--- src/core/gpio_cell_defs.vh ---
// constants for the general-purpose pin cell: register map, control fields, modes
// assumes inclusion by the cell files only
`ifndef GPIO_CELL_DEFS_VH
`define GPIO_CELL_DEFS_VH

// ****************************************
// register offsets (byte addresses)
// ****************************************
`define CELL_CTRL_OFFSET   8'h00
`define CELL_STATUS_OFFSET 8'h04
`define CELL_CTRL_RESET    11'h000

// ****************************************
// control field positions
// ****************************************
`define CTRL_MODE_LO       0
`define CTRL_MODE_HI       1
`define CTRL_IN_REG        2
`define CTRL_OUT_REG       3
`define CTRL_IN_FALL       4
`define CTRL_OUT_FALL      5
`define CTRL_OE_FALL       6
`define CTRL_INVERT        7
`define CTRL_DOUBLE_EDGE_IO_IN       8
`define CTRL_DOUBLE_EDGE_IO_OUT      9
`define CTRL_RESYNC        10
`define CTRL_WIDTH         11

// ****************************************
// modes
// ****************************************
`define MODE_INPUT         2'h0
`define MODE_OUTPUT        2'h1
`define MODE_BIDIR         2'h2
`define MODE_CLKOUT        2'h3

`endif

--- src/core/edge_finder.v ---
// edge finder for a clock input sampled on pclk
// assumes the sampled clock is synchronous to pclk and slower than pclk / 2
module edge_finder (
  // system
  input  wire pclk,
  input  wire presetn,
  // sampled clock
  input  wire level_in,
  // edge pulses, one pclk cycle each
  output wire rise,
  output wire fall
);

  reg prev_reg;

  always @(posedge pclk or negedge presetn) begin
    if (!presetn) begin
      prev_reg <= 1'b0;
    end else begin
      prev_reg <= level_in;
    end
  end

  assign rise = level_in & ~prev_reg;
  assign fall = ~level_in & prev_reg;

endmodule

--- src/core/gpio_io_logic_cell.v ---
// I/O logic of one general-purpose pin cell, configured over APB
// assumes inclk, outclk and core_clk are synchronous inputs sampled on pclk
//
// What this block does
// [RQ1] input mode enables only the pad-to-core path, plain or registered
// [RQ2] registered input samples on the chosen input-clock edge
// [RQ3] alternate input path is always unregistered
// [RQ4] double-edge input samples pad on both input-clock edges
// [RQ5] output mode enables only core-to-pad path, registered on chosen output-clock edge
// [RQ6] output register value may be inverted before the pad
// [RQ7] double-edge output captures both edges, muxed onto one pad stream
// [RQ8] bidirectional mode enables input, output and enable paths with their clocks
// [RQ9] each register's edge is chosen separately in bidirectional mode
// [RQ10] input and output paths are registered independently
// [RQ11] clock-output mode drives the core clock onto the pad
// [RQ12] alternate input bypasses the core and feeds another block directly
// [RQ13] output enable switches the pad driver; off releases the pad
// [RQ14] input register captures pad; output register captures core value
// [RQ15] bit 0 carries rising-edge value, bit 1 falling-edge value
// [RQ16] resync delays the falling sample half a cycle onto the rising edge
// [RQ17] after reset the driver is disabled until output enable is asserted
`include "gpio_cell_defs.vh"

module gpio_io_logic_cell (
  // system and apb
  input  wire        pclk,
  input  wire        presetn,
  input  wire        psel,
  input  wire        penable,
  input  wire        pwrite,
  input  wire [7:0]  paddr,
  input  wire [31:0] pwdata,
  output reg  [31:0] prdata,
  output reg         pready,
  output reg         pslverr,
  // cell clocks from the core
  input  wire        inclk,
  input  wire        outclk,
  input  wire        core_clk,
  // core side
  input  wire [1:0]  out_data,
  input  wire        oe_in,
  output reg  [1:0]  in_data,
  output reg         bypass_input_path,
  // pad side
  input  wire        pad_i,
  output reg         pad_o,
  output reg         pad_oe
);

  // ****************************************
  // configuration
  // ****************************************
  reg  [`CTRL_WIDTH-1:0] ctrl_reg;
  wire [1:0]             mode      = ctrl_reg[`CTRL_MODE_HI:`CTRL_MODE_LO];
  wire                   in_reg    = ctrl_reg[`CTRL_IN_REG];
  wire                   out_reg   = ctrl_reg[`CTRL_OUT_REG];
  wire                   in_fall   = ctrl_reg[`CTRL_IN_FALL];
  wire                   out_fall  = ctrl_reg[`CTRL_OUT_FALL];
  wire                   oe_fall   = ctrl_reg[`CTRL_OE_FALL];
  wire                   invert    = ctrl_reg[`CTRL_INVERT];
  wire                   double_edge_io_in   = ctrl_reg[`CTRL_DOUBLE_EDGE_IO_IN];
  wire                   double_edge_io_out  = ctrl_reg[`CTRL_DOUBLE_EDGE_IO_OUT];
  wire                   resync    = ctrl_reg[`CTRL_RESYNC];

  wire in_en  = (mode == `MODE_INPUT) | (mode == `MODE_BIDIR);   // see [RQ1] see [RQ8]
  wire out_en = (mode == `MODE_OUTPUT) | (mode == `MODE_BIDIR);  // see [RQ5] see [RQ8]

  // ****************************************
  // clock edges
  // ****************************************
  wire in_rise;
  wire in_fall_edge;
  wire out_rise;
  wire out_fall_edge;

  edge_finder u_in_edges (
    .pclk     (pclk),
    .presetn  (presetn),
    .level_in (inclk),
    .rise     (in_rise),
    .fall     (in_fall_edge)
  );

  edge_finder u_out_edges (
    .pclk     (pclk),
    .presetn  (presetn),
    .level_in (outclk),
    .rise     (out_rise),
    .fall     (out_fall_edge)
  );

  wire in_edge  = in_fall ? in_fall_edge : in_rise;    // see [RQ2] see [RQ9]
  wire out_edge = out_fall ? out_fall_edge : out_rise; // see [RQ5] see [RQ9]
  wire oe_edge  = oe_fall ? out_fall_edge : out_rise;  // see [RQ9]

  // ****************************************
  // input path
  // ****************************************
  reg       in_sample_reg;
  reg       rise_sample_reg;
  reg       falling_edge_sample_reg;
  reg       fall_delay_reg;
  reg [1:0] in_data_next;

  always @(posedge pclk or negedge presetn) begin
    if (!presetn) begin
      in_sample_reg <= 1'b0;
    end else if (in_edge) begin
      in_sample_reg <= pad_i;                         // see [RQ2] see [RQ14]
    end
  end

  // double-edge capture pair, one register per input-clock edge
  always @(posedge pclk or negedge presetn) begin
    if (!presetn) begin
      rise_sample_reg <= 1'b0;
    end else if (in_rise) begin
      rise_sample_reg <= pad_i;                       // see [RQ4]
    end
  end

  always @(posedge pclk or negedge presetn) begin
    if (!presetn) begin
      falling_edge_sample_reg <= 1'b0;
    end else if (in_fall_edge) begin
      falling_edge_sample_reg <= pad_i;               // see [RQ4]
    end
  end

  // resync: the falling sample waits for the next rising edge
  always @(posedge pclk or negedge presetn) begin
    if (!presetn) begin
      fall_delay_reg <= 1'b0;
    end else if (in_rise) begin
      fall_delay_reg <= falling_edge_sample_reg;      // see [RQ16]
    end
  end

  always @* begin
    if (!in_en) begin
      in_data_next = 2'h0;                            // see [RQ1]
    end else if (double_edge_io_in) begin
      in_data_next = {resync ? fall_delay_reg : falling_edge_sample_reg, rise_sample_reg}; // see [RQ15]
    end else if (in_reg) begin
      in_data_next = {1'b0, in_sample_reg};           // see [RQ10]
    end else begin
      in_data_next = {1'b0, pad_i};
    end
  end

  // ****************************************
  // output path
  // ****************************************
  reg out_sample_reg;
  reg out_rise_reg;
  reg out_fall_reg;
  reg oe_sample_reg;
  reg out_value;
  reg pad_o_next;
  reg pad_oe_next;

  always @(posedge pclk or negedge presetn) begin
    if (!presetn) begin
      out_sample_reg <= 1'b0;
    end else if (out_edge) begin
      out_sample_reg <= out_data[0];                  // see [RQ5] see [RQ14]
    end
  end

  // double-edge launch pair, one register per output-clock edge
  always @(posedge pclk or negedge presetn) begin
    if (!presetn) begin
      out_rise_reg <= 1'b0;
    end else if (out_rise) begin
      out_rise_reg <= out_data[0];                    // see [RQ7] see [RQ15]
    end
  end

  always @(posedge pclk or negedge presetn) begin
    if (!presetn) begin
      out_fall_reg <= 1'b0;
    end else if (out_fall_edge) begin
      out_fall_reg <= out_data[1];                    // see [RQ7] see [RQ15]
    end
  end

  // enable register starts low so the pad floats until the core asks
  always @(posedge pclk or negedge presetn) begin
    if (!presetn) begin
      oe_sample_reg <= 1'b0;                          // see [RQ17]
    end else if (oe_edge) begin
      oe_sample_reg <= oe_in;                         // see [RQ8]
    end
  end

  // outclk high shows the rising-edge word, low the falling one
  always @* begin
    if (double_edge_io_out) begin
      out_value = outclk ? out_rise_reg : out_fall_reg; // see [RQ7]
    end else if (out_reg) begin
      out_value = out_sample_reg ^ invert;            // see [RQ6] see [RQ10]
    end else begin
      out_value = out_data[0];
    end
  end

  always @* begin
    case (mode)
      `MODE_OUTPUT: begin
        pad_o_next  = out_value;
        pad_oe_next = 1'b1;
      end
      `MODE_BIDIR: begin
        pad_o_next  = out_value;
        pad_oe_next = out_reg ? oe_sample_reg : oe_in; // see [RQ13]
      end
      `MODE_CLKOUT: begin
        pad_o_next  = core_clk;                       // see [RQ11]
        pad_oe_next = 1'b1;
      end
      default: begin
        pad_o_next  = 1'b0;                           // see [RQ1]
        pad_oe_next = 1'b0;
      end
    endcase
  end

  // ****************************************
  // registered outputs
  // ****************************************
  // every path costs one pclk of latency so all outputs leave a flop
  always @(posedge pclk or negedge presetn) begin
    if (!presetn) begin
      in_data <= 2'h0;
    end else begin
      in_data <= in_data_next;
    end
  end

  // alternate path: no edge select and no mode gate, only the output flop
  always @(posedge pclk or negedge presetn) begin
    if (!presetn) begin
      bypass_input_path <= 1'b0;
    end else begin
      bypass_input_path <= pad_i;                     // see [RQ3] see [RQ12]
    end
  end

  always @(posedge pclk or negedge presetn) begin
    if (!presetn) begin
      pad_o <= 1'b0;
    end else begin
      pad_o <= pad_o_next;
    end
  end

  always @(posedge pclk or negedge presetn) begin
    if (!presetn) begin
      pad_oe <= 1'b0;                                 // see [RQ17]
    end else begin
      pad_oe <= pad_oe_next;                          // see [RQ13]
    end
  end

  // ****************************************
  // apb slave
  // ****************************************
  wire setup   = psel & ~penable;
  wire access  = psel & penable & pready;
  wire hit_ctl = (paddr == `CELL_CTRL_OFFSET);
  wire hit_sts = (paddr == `CELL_STATUS_OFFSET);

  // ready from the first edge after reset: every access is zero-wait
  always @(posedge pclk or negedge presetn) begin
    if (!presetn) begin
      pready <= 1'b0;
    end else begin
      pready <= 1'b1;
    end
  end

  // read data and error latched in setup, so access finishes in one cycle
  always @(posedge pclk or negedge presetn) begin
    if (!presetn) begin
      prdata  <= 32'h00000000;
      pslverr <= 1'b0;
    end else if (setup) begin
      pslverr <= ~(hit_ctl | (hit_sts & ~pwrite));
      if (hit_ctl) begin
        prdata <= {21'h00000, ctrl_reg};
      end else if (hit_sts) begin
        prdata <= {27'h000000, pad_oe, pad_o, in_data, pad_i};
      end else begin
        prdata <= 32'h00000000;
      end
    end
  end

  // only the control word is writable; a status write just raises pslverr
  always @(posedge pclk or negedge presetn) begin
    if (!presetn) begin
      ctrl_reg <= `CELL_CTRL_RESET;
    end else if (access & pwrite & hit_ctl) begin
      ctrl_reg <= pwdata[`CTRL_WIDTH-1:0];
    end
  end

endmodule

--- config.mk ---
export PLATFORM = sky130hd
export DESIGN_NAME = gpio_io_logic_cell
export DESIGN_NICKNAME = d
export VERILOG_FILES = /design/src/core/edge_finder.v /design/src/core/gpio_io_logic_cell.v
export VERILOG_INCLUDE_DIRS = /design/src /design/src/core
export SDC_FILE = /design/constraint.sdc
export NUM_CORES = 1
export LEC_CHECK = 0
export BUFFER_PORTS_ARGS = -buffer_cell sky130_fd_sc_hd__buf_2
export CAP_MARGIN = 20
export CORE_MARGIN = 5
export CORE_UTILIZATION = 30
export DETAILED_ROUTE_END_ITERATION = 16
export GPL_ROUTABILITY_DRIVEN = 0
export PLACE_DENSITY = 0.62
export SLEW_MARGIN = 25
export SYNTH_ARGS = -nofsm -noshare
export SYNTH_HDL_FRONTEND = slang
export SYNTH_SLANG_ARGS = --single-unit
--- constraint.sdc ---
create_clock -name pclk -period 3.63 [get_ports pclk]
set_input_delay 0.1815 -clock pclk [delete_from_list [all_inputs] [get_ports pclk]]
set_output_delay 0.1815 -clock pclk [all_outputs]
set_load 0.005 [all_outputs]
==> results of run 1 <==
cells by family after synthesis:
logic type	synth area share, %
buf+inv	10.1
xor+xnor	0.457
compound gates	8.28
simple gates	10.1
flops	50.9
other cells	0.392
fa+ha+maj	3.26
mux	16.5
metrics by stage:
step | instance area [um2] | worst slack (ns)
final | 2260 | 1.98
after global routing | 2260 | 1.94
after CTS | 2260 | 1.98
after detailed placement | 2150 | 1.67
after global placement | 2150 | 1.68
after floorplan | 1990 | 2.02
per-layer routing:
metal | global-route usage (%) | vias up
met4 | 3.35 | 0
li1 | - | 624
met2 | 16.3 | 41
met3 | 3.34 | 4
met1 | 11.1 | 608
met5 | 0 | -
Yosys cell counts (2+ instances only):
cell	instances	area share [%]
a21oi_1	2	0.52
buf_4	21	8.2
nand2_1	19	3.7
nand2b_1	5	1.6
dfrtp_1	39	51
ha_1	5	3.3
buf_2	2	0.52
nor2_1	4	0.78
o31ai_2	5	3.3
nor4_1	2	0.65
mux2i_1	8	4.2
clkbuf_1	4	0.78
inv_1	3	0.59
mux2_1	13	7.6
o21ai_1	7	1.8
o21ai_0	2	0.52
nor2b_1	2	0.65
conb_1	2	0.39
mux2_2	8	4.7
power breakdown:
group	internal [W]	switching, W	total [W]
Clock	0.000222	0.000146	0.000368
Sequential	0.000452	0.00000933	0.000462
Combinational	0.0000344	0.0000386	0.0000729
Total	0.000709	0.000193	0.000902
critical path: cells and delay by family:
family | cells | cell delay, ns
buffers and inverters | 1 | 0.09
and+or+nand+nor | 2 | 1.15
muxes | 1 | 0.38
area by class of cell:
class | count | share of cell area [%]
Clock inverter | 2 | 1.55
Timing Repair Buffer | 48 | 10.6
Multi-Input combinational cell | 116 | 36.4
Sequential cell | 39 | 43.1
Inverter | 3 | 0.497
Tap cell | 77 | 4.25
Clock buffer | 6 | 3.65
worst min-delay path by stage:
stage                       start                             to  slack, ns  cells past startpoint
after detailed placement    inclk  u_in_edges.prev_reg$_DFF_PN0_       0.32                      1
after global placement      inclk  u_in_edges.prev_reg$_DFF_PN0_       0.32                      1
after CTS                   inclk  u_in_edges.prev_reg$_DFF_PN0_       0.02                      1
after global routing        inclk  u_in_edges.prev_reg$_DFF_PN0_       0.03                      1
after floorplan           presetn    bypass_input_path$_DFF_PN0_      -0.11                      0
final                     presetn               pready$_DFF_PN0_      0.002                      1
==> impl_metrics.ini, run 1 <==
[run_status]
status = completed

[yosys]
synth_seq_area_share_pct = 50.9
ys_ff_latch = 39
synth_edf_count = 0
synth_ff_type = dfrtp_1
yosys_warnings = 0
synthArstFlopShare_pct = 100
synth.distinct_cells = 31
syn-cell-area_um2 = 1920
netlist_instances = 165
syn_area_per_cell_um2 = 11.6

[worst_hold_path]
hp-class = in -> async

[power_and_ir_drop]
vdd_ir_drop_max_mv = 0.229
pwr_density_cell_nw_per_um2 = 399
finalPower_w = 0.000902
p_leak_nw = 1.12

[critical_path]
crit_arrival_ns = 1.81
rr_worst_depth = 3
reg2reg_from = pready$_DFF_PN0_
endpoint = ctrl_reg[6]$_DFFE_PN0P_
crit_type = in -> reg
path_max_fanout = 11
worstPathRequired_ns = 3.80
r2r_setup_slack_ns = 2.06
slowest_delay_ns = 0.62
start_kind = primary input
worstSetupEndpointType = register
timing.rr.end = ctrl_reg[6]$_DFFE_PN0P_
critPathLaunch = paddr[7]
cp_cell_sequence = buf_2 -> or4_4 -> and3b_1 -> mux2_1
slowest_stage = and3b_1

[global_route]
track_usage_pct = 9.56
grt_max_degree = 40
grt_pass1_vias = 1259
antenna_found_initial = 0
grt_overflow = 0
grt_first_pass_wirelength_um = 6220

[clock_network]
cts_hold_buf = 0
clkTransAtPathRegs_ns = 0.08
cts_setup_buffers = 0
cts_tree = done
htreeDepth = 2
cts_buffers = 5
clock-root-buffer = clkbuf_8
cts.path.max_buffers = 2
cts_resized = 0
clk_latency_ns = 0.29
numClockSinks = 39

[floorplan]
fp.dieW_um = 90.0
core_region_area_um2 = 6280
io_pins = 91
dieArea_um2 = 8090
initial_utilization_pct = 30.6
rows = 29
die_y_um = 90.0

[route]
remaining_drc_errors = 0
routed-wl-met3_um = 250
top_layer = met4
vias = 1277
drtIter0Drc = 41
drtPass1Iterations = 4
met1_length_um = 1650
ant_nets = 0
wirelength_um = 3750
dr_wl_met2_um = 1820
wl_per_cell_um = 12.9
via_per_inst = 4.39

[layout]
fillers = 646
multi_input_area_um2 = 823
antenna_cells = 0
nets = 270
syn2layout_area_growth_pct = 18.1
final_common_cell = buf_2
final_util_pct = 36.1
stdcell_count = 291
drive_gt1_share_pct = 32.7
seqCellArea_um2 = 976
mostFrequentLayoutCells = buf_2 (48), dfrtp_1 (39), conb_1 (22)

[run]
cap_violations = 0

[timing]
hold_ws_ns = 0.00188
finalSetupTns_ns = 0
timing.final.crit_period_ns = 1.65
finClkSkew_ns = 0.00714
fmax_mhz = 607
setup-violations-final = 0
finalHoldViolations = 0
fin_crit_sh_pct = 45.4
max_slew_margin_pct = 42.3
worst_pin_slew_ns = 0.865
rsz0062_at_grt = false
slew_viol_final = 0

[placement]
io_buffers = 48
dp_cells = 283
hpwl_um = 3000
Power figures use the tool's default switching activity.
==> inputs of run 2 (changes only) <==
PLACE_DENSITY = 0.64   (was 0.62)
clock period = 1.46 ns   (was 3.63 ns; I/O delays follow)
==> impl_metrics.ini, run 2 (synthesis gave the netlist of run 1 again) <==
[global_route]
grt_overflow = 0
track_usage_pct = 10.1
grt_util_met1_pct = 11.7
grt_max_degree = 40
grt_first_pass_wirelength_um = 6500
grtUsageMet2_pct = 17.1
antenna_found_initial = 0
grt_pass1_vias = 1327
grtUsageMet3_pct = 3.67
grt.busiest_layer = met2

[clock_network]
numClockSinks = 39
clock-root-buffer = clkbuf_8
htreeDepth = 2
cts.path.max_buffers = 2
cts_setup_buffers = 0
clk_latency_ns = 0.28
cts_tree = done
clkTransAtPathRegs_ns = 0.07
cts_buffers = 5

[timing]
setup-violations-final = 0
slew_viol_final = 0
hold_ws_ns = 0.00599
fin_crit_sh_pct = 92.5
max_slew_margin_pct = 56.4
worst_pin_slew_ns = 0.654
timing.final.crit_period_ns = 1.35
finClkSkew_ns = 0.00415
finalHoldViolations = 0
rsz0062_at_grt = false
fmax_mhz = 740

[floorplan]
initial_utilization_pct = 30.6
core_region_area_um2 = 6280
io_pins = 91
fp.dieW_um = 90.0
dieArea_um2 = 8090
rows = 29
die_y_um = 90.0

[critical_path]
worstPathRequired_ns = 1.65
slowest_stage = or4_1
cp_cell_sequence = buf_2 -> or4_4 -> or4_1 -> o31ai_2
crit_type = in -> reg
start_kind = primary input
slowest_delay_ns = 0.56
path_max_fanout = 5
worstSetupEndpointType = register
crit_arrival_ns = 1.54

[run]
cap_violations = 0

[route]
drtPass1Iterations = 4
drtIter0Drc = 35
via_per_inst = 4.28
wirelength_um = 3880
ant_nets = 0
remaining_drc_errors = 0
vias = 1297
wl_per_cell_um = 12.8

[power_and_ir_drop]
pwr_density_cell_nw_per_um2 = 900
p_leak_nw = 1.17
finalPower_w = 0.00213
vdd_ir_drop_max_mv = 0.308

[worst_hold_path]
hp-class = in -> reg

[layout]
final_common_cell = buf_2
drive_gt1_share_pct = 32.7
syn2layout_area_growth_pct = 23.4
antenna_cells = 0
mostFrequentLayoutCells = buf_2 (48), dfrtp_1 (39), conb_1 (22)
nets = 282

[placement]
hpwl_um = 3100
io_buffers = 48

[run_status]
status = completed
==> run 2: cell type report <==
| type | instances | area (um2) |
|---|---|---|
| fill | 632 | 3910 |
| multi-input combinational | 116 | 823 |
| timing repair buffer | 60 | 360 |
| sequential | 39 | 976 |
| inverter | 3 | 11.3 |
| clock buffer | 8 | 100 |
| tap | 77 | 96.3 |
==> run 2: per-layer routing <==
| metal | wire [um] | share of wire, % |
|---|---|---|
| met1 | 1670 | 43 |
| met2 | 1910 | 49 |
| met3 | 251 | 6.5 |
| met4 | 49 | 1.3 |
| met5 | 0 | 0 |
==> run 2: power breakdown <==
| part | switching, W | internal (W) |
|---|---|---|
| clock | 0.000349 | 0.000431 |
| sequential | 0.0000226 | 0.00113 |
| combinational | 0.000101 | 0.000102 |
| total | 0.000472 | 0.00166 |
==> run 2: repair_timing <==
| item | CTS | global route |
|---|---|---|
| gates resized for setup | 0 | 0 |
| hold buffers | 6 | 1 |
| hold endpoints to repair | 44 | 1 |
==> run 2: worst paths after layout <==
kind                                       startpoint  slack, ns  depth (start not counted)                    endpoint
worst max-delay path                         paddr[7]       0.11                          4       prdata[1]$_DFFE_PN0P_
worst min-delay path                        pwdata[6]      0.006                          2     ctrl_reg[6]$_DFFE_PN0P_
worst max register to register       pready$_DFF_PN0_       0.12                          4     ctrl_reg[9]$_DFFE_PN0P_
worst min register to register  prdata[9]$_DFFE_PN0P_       0.49                          2       prdata[9]$_DFFE_PN0P_
max in group asynchronous                     presetn       0.73                          3       prdata[8]$_DFFE_PN0P_
min in group asynchronous                     presetn       0.38                          3  fall_delay_reg$_DFFE_PN0P_
==> run 2: critical path: cells and delay by family <==
family | cells | cell delay, ns
simple gates | 2 | 1.10
compound gates | 1 | 0.27
buf+inv | 1 | 0.10
==> run 2: stage by stage <==
stage / cells / util (%) / instance area (um2) / TNS (ns) / setup WS (ns)
after global routing: 303 / 37.7 / 2370 / 0 / 0.0469
after floorplan: 185 / - / 2000 / 0 / 0.0108
after CTS: 302 / 37.6 / 2360 / 0 / 0.104
after global placement: 288 / 35.0 / 2200 / -1.96 / -0.143
after detailed placement: 288 / 35.0 / 2200 / -2.22 / -0.194
final: 303 / 37.7 / 2370 / 0 / 0.110
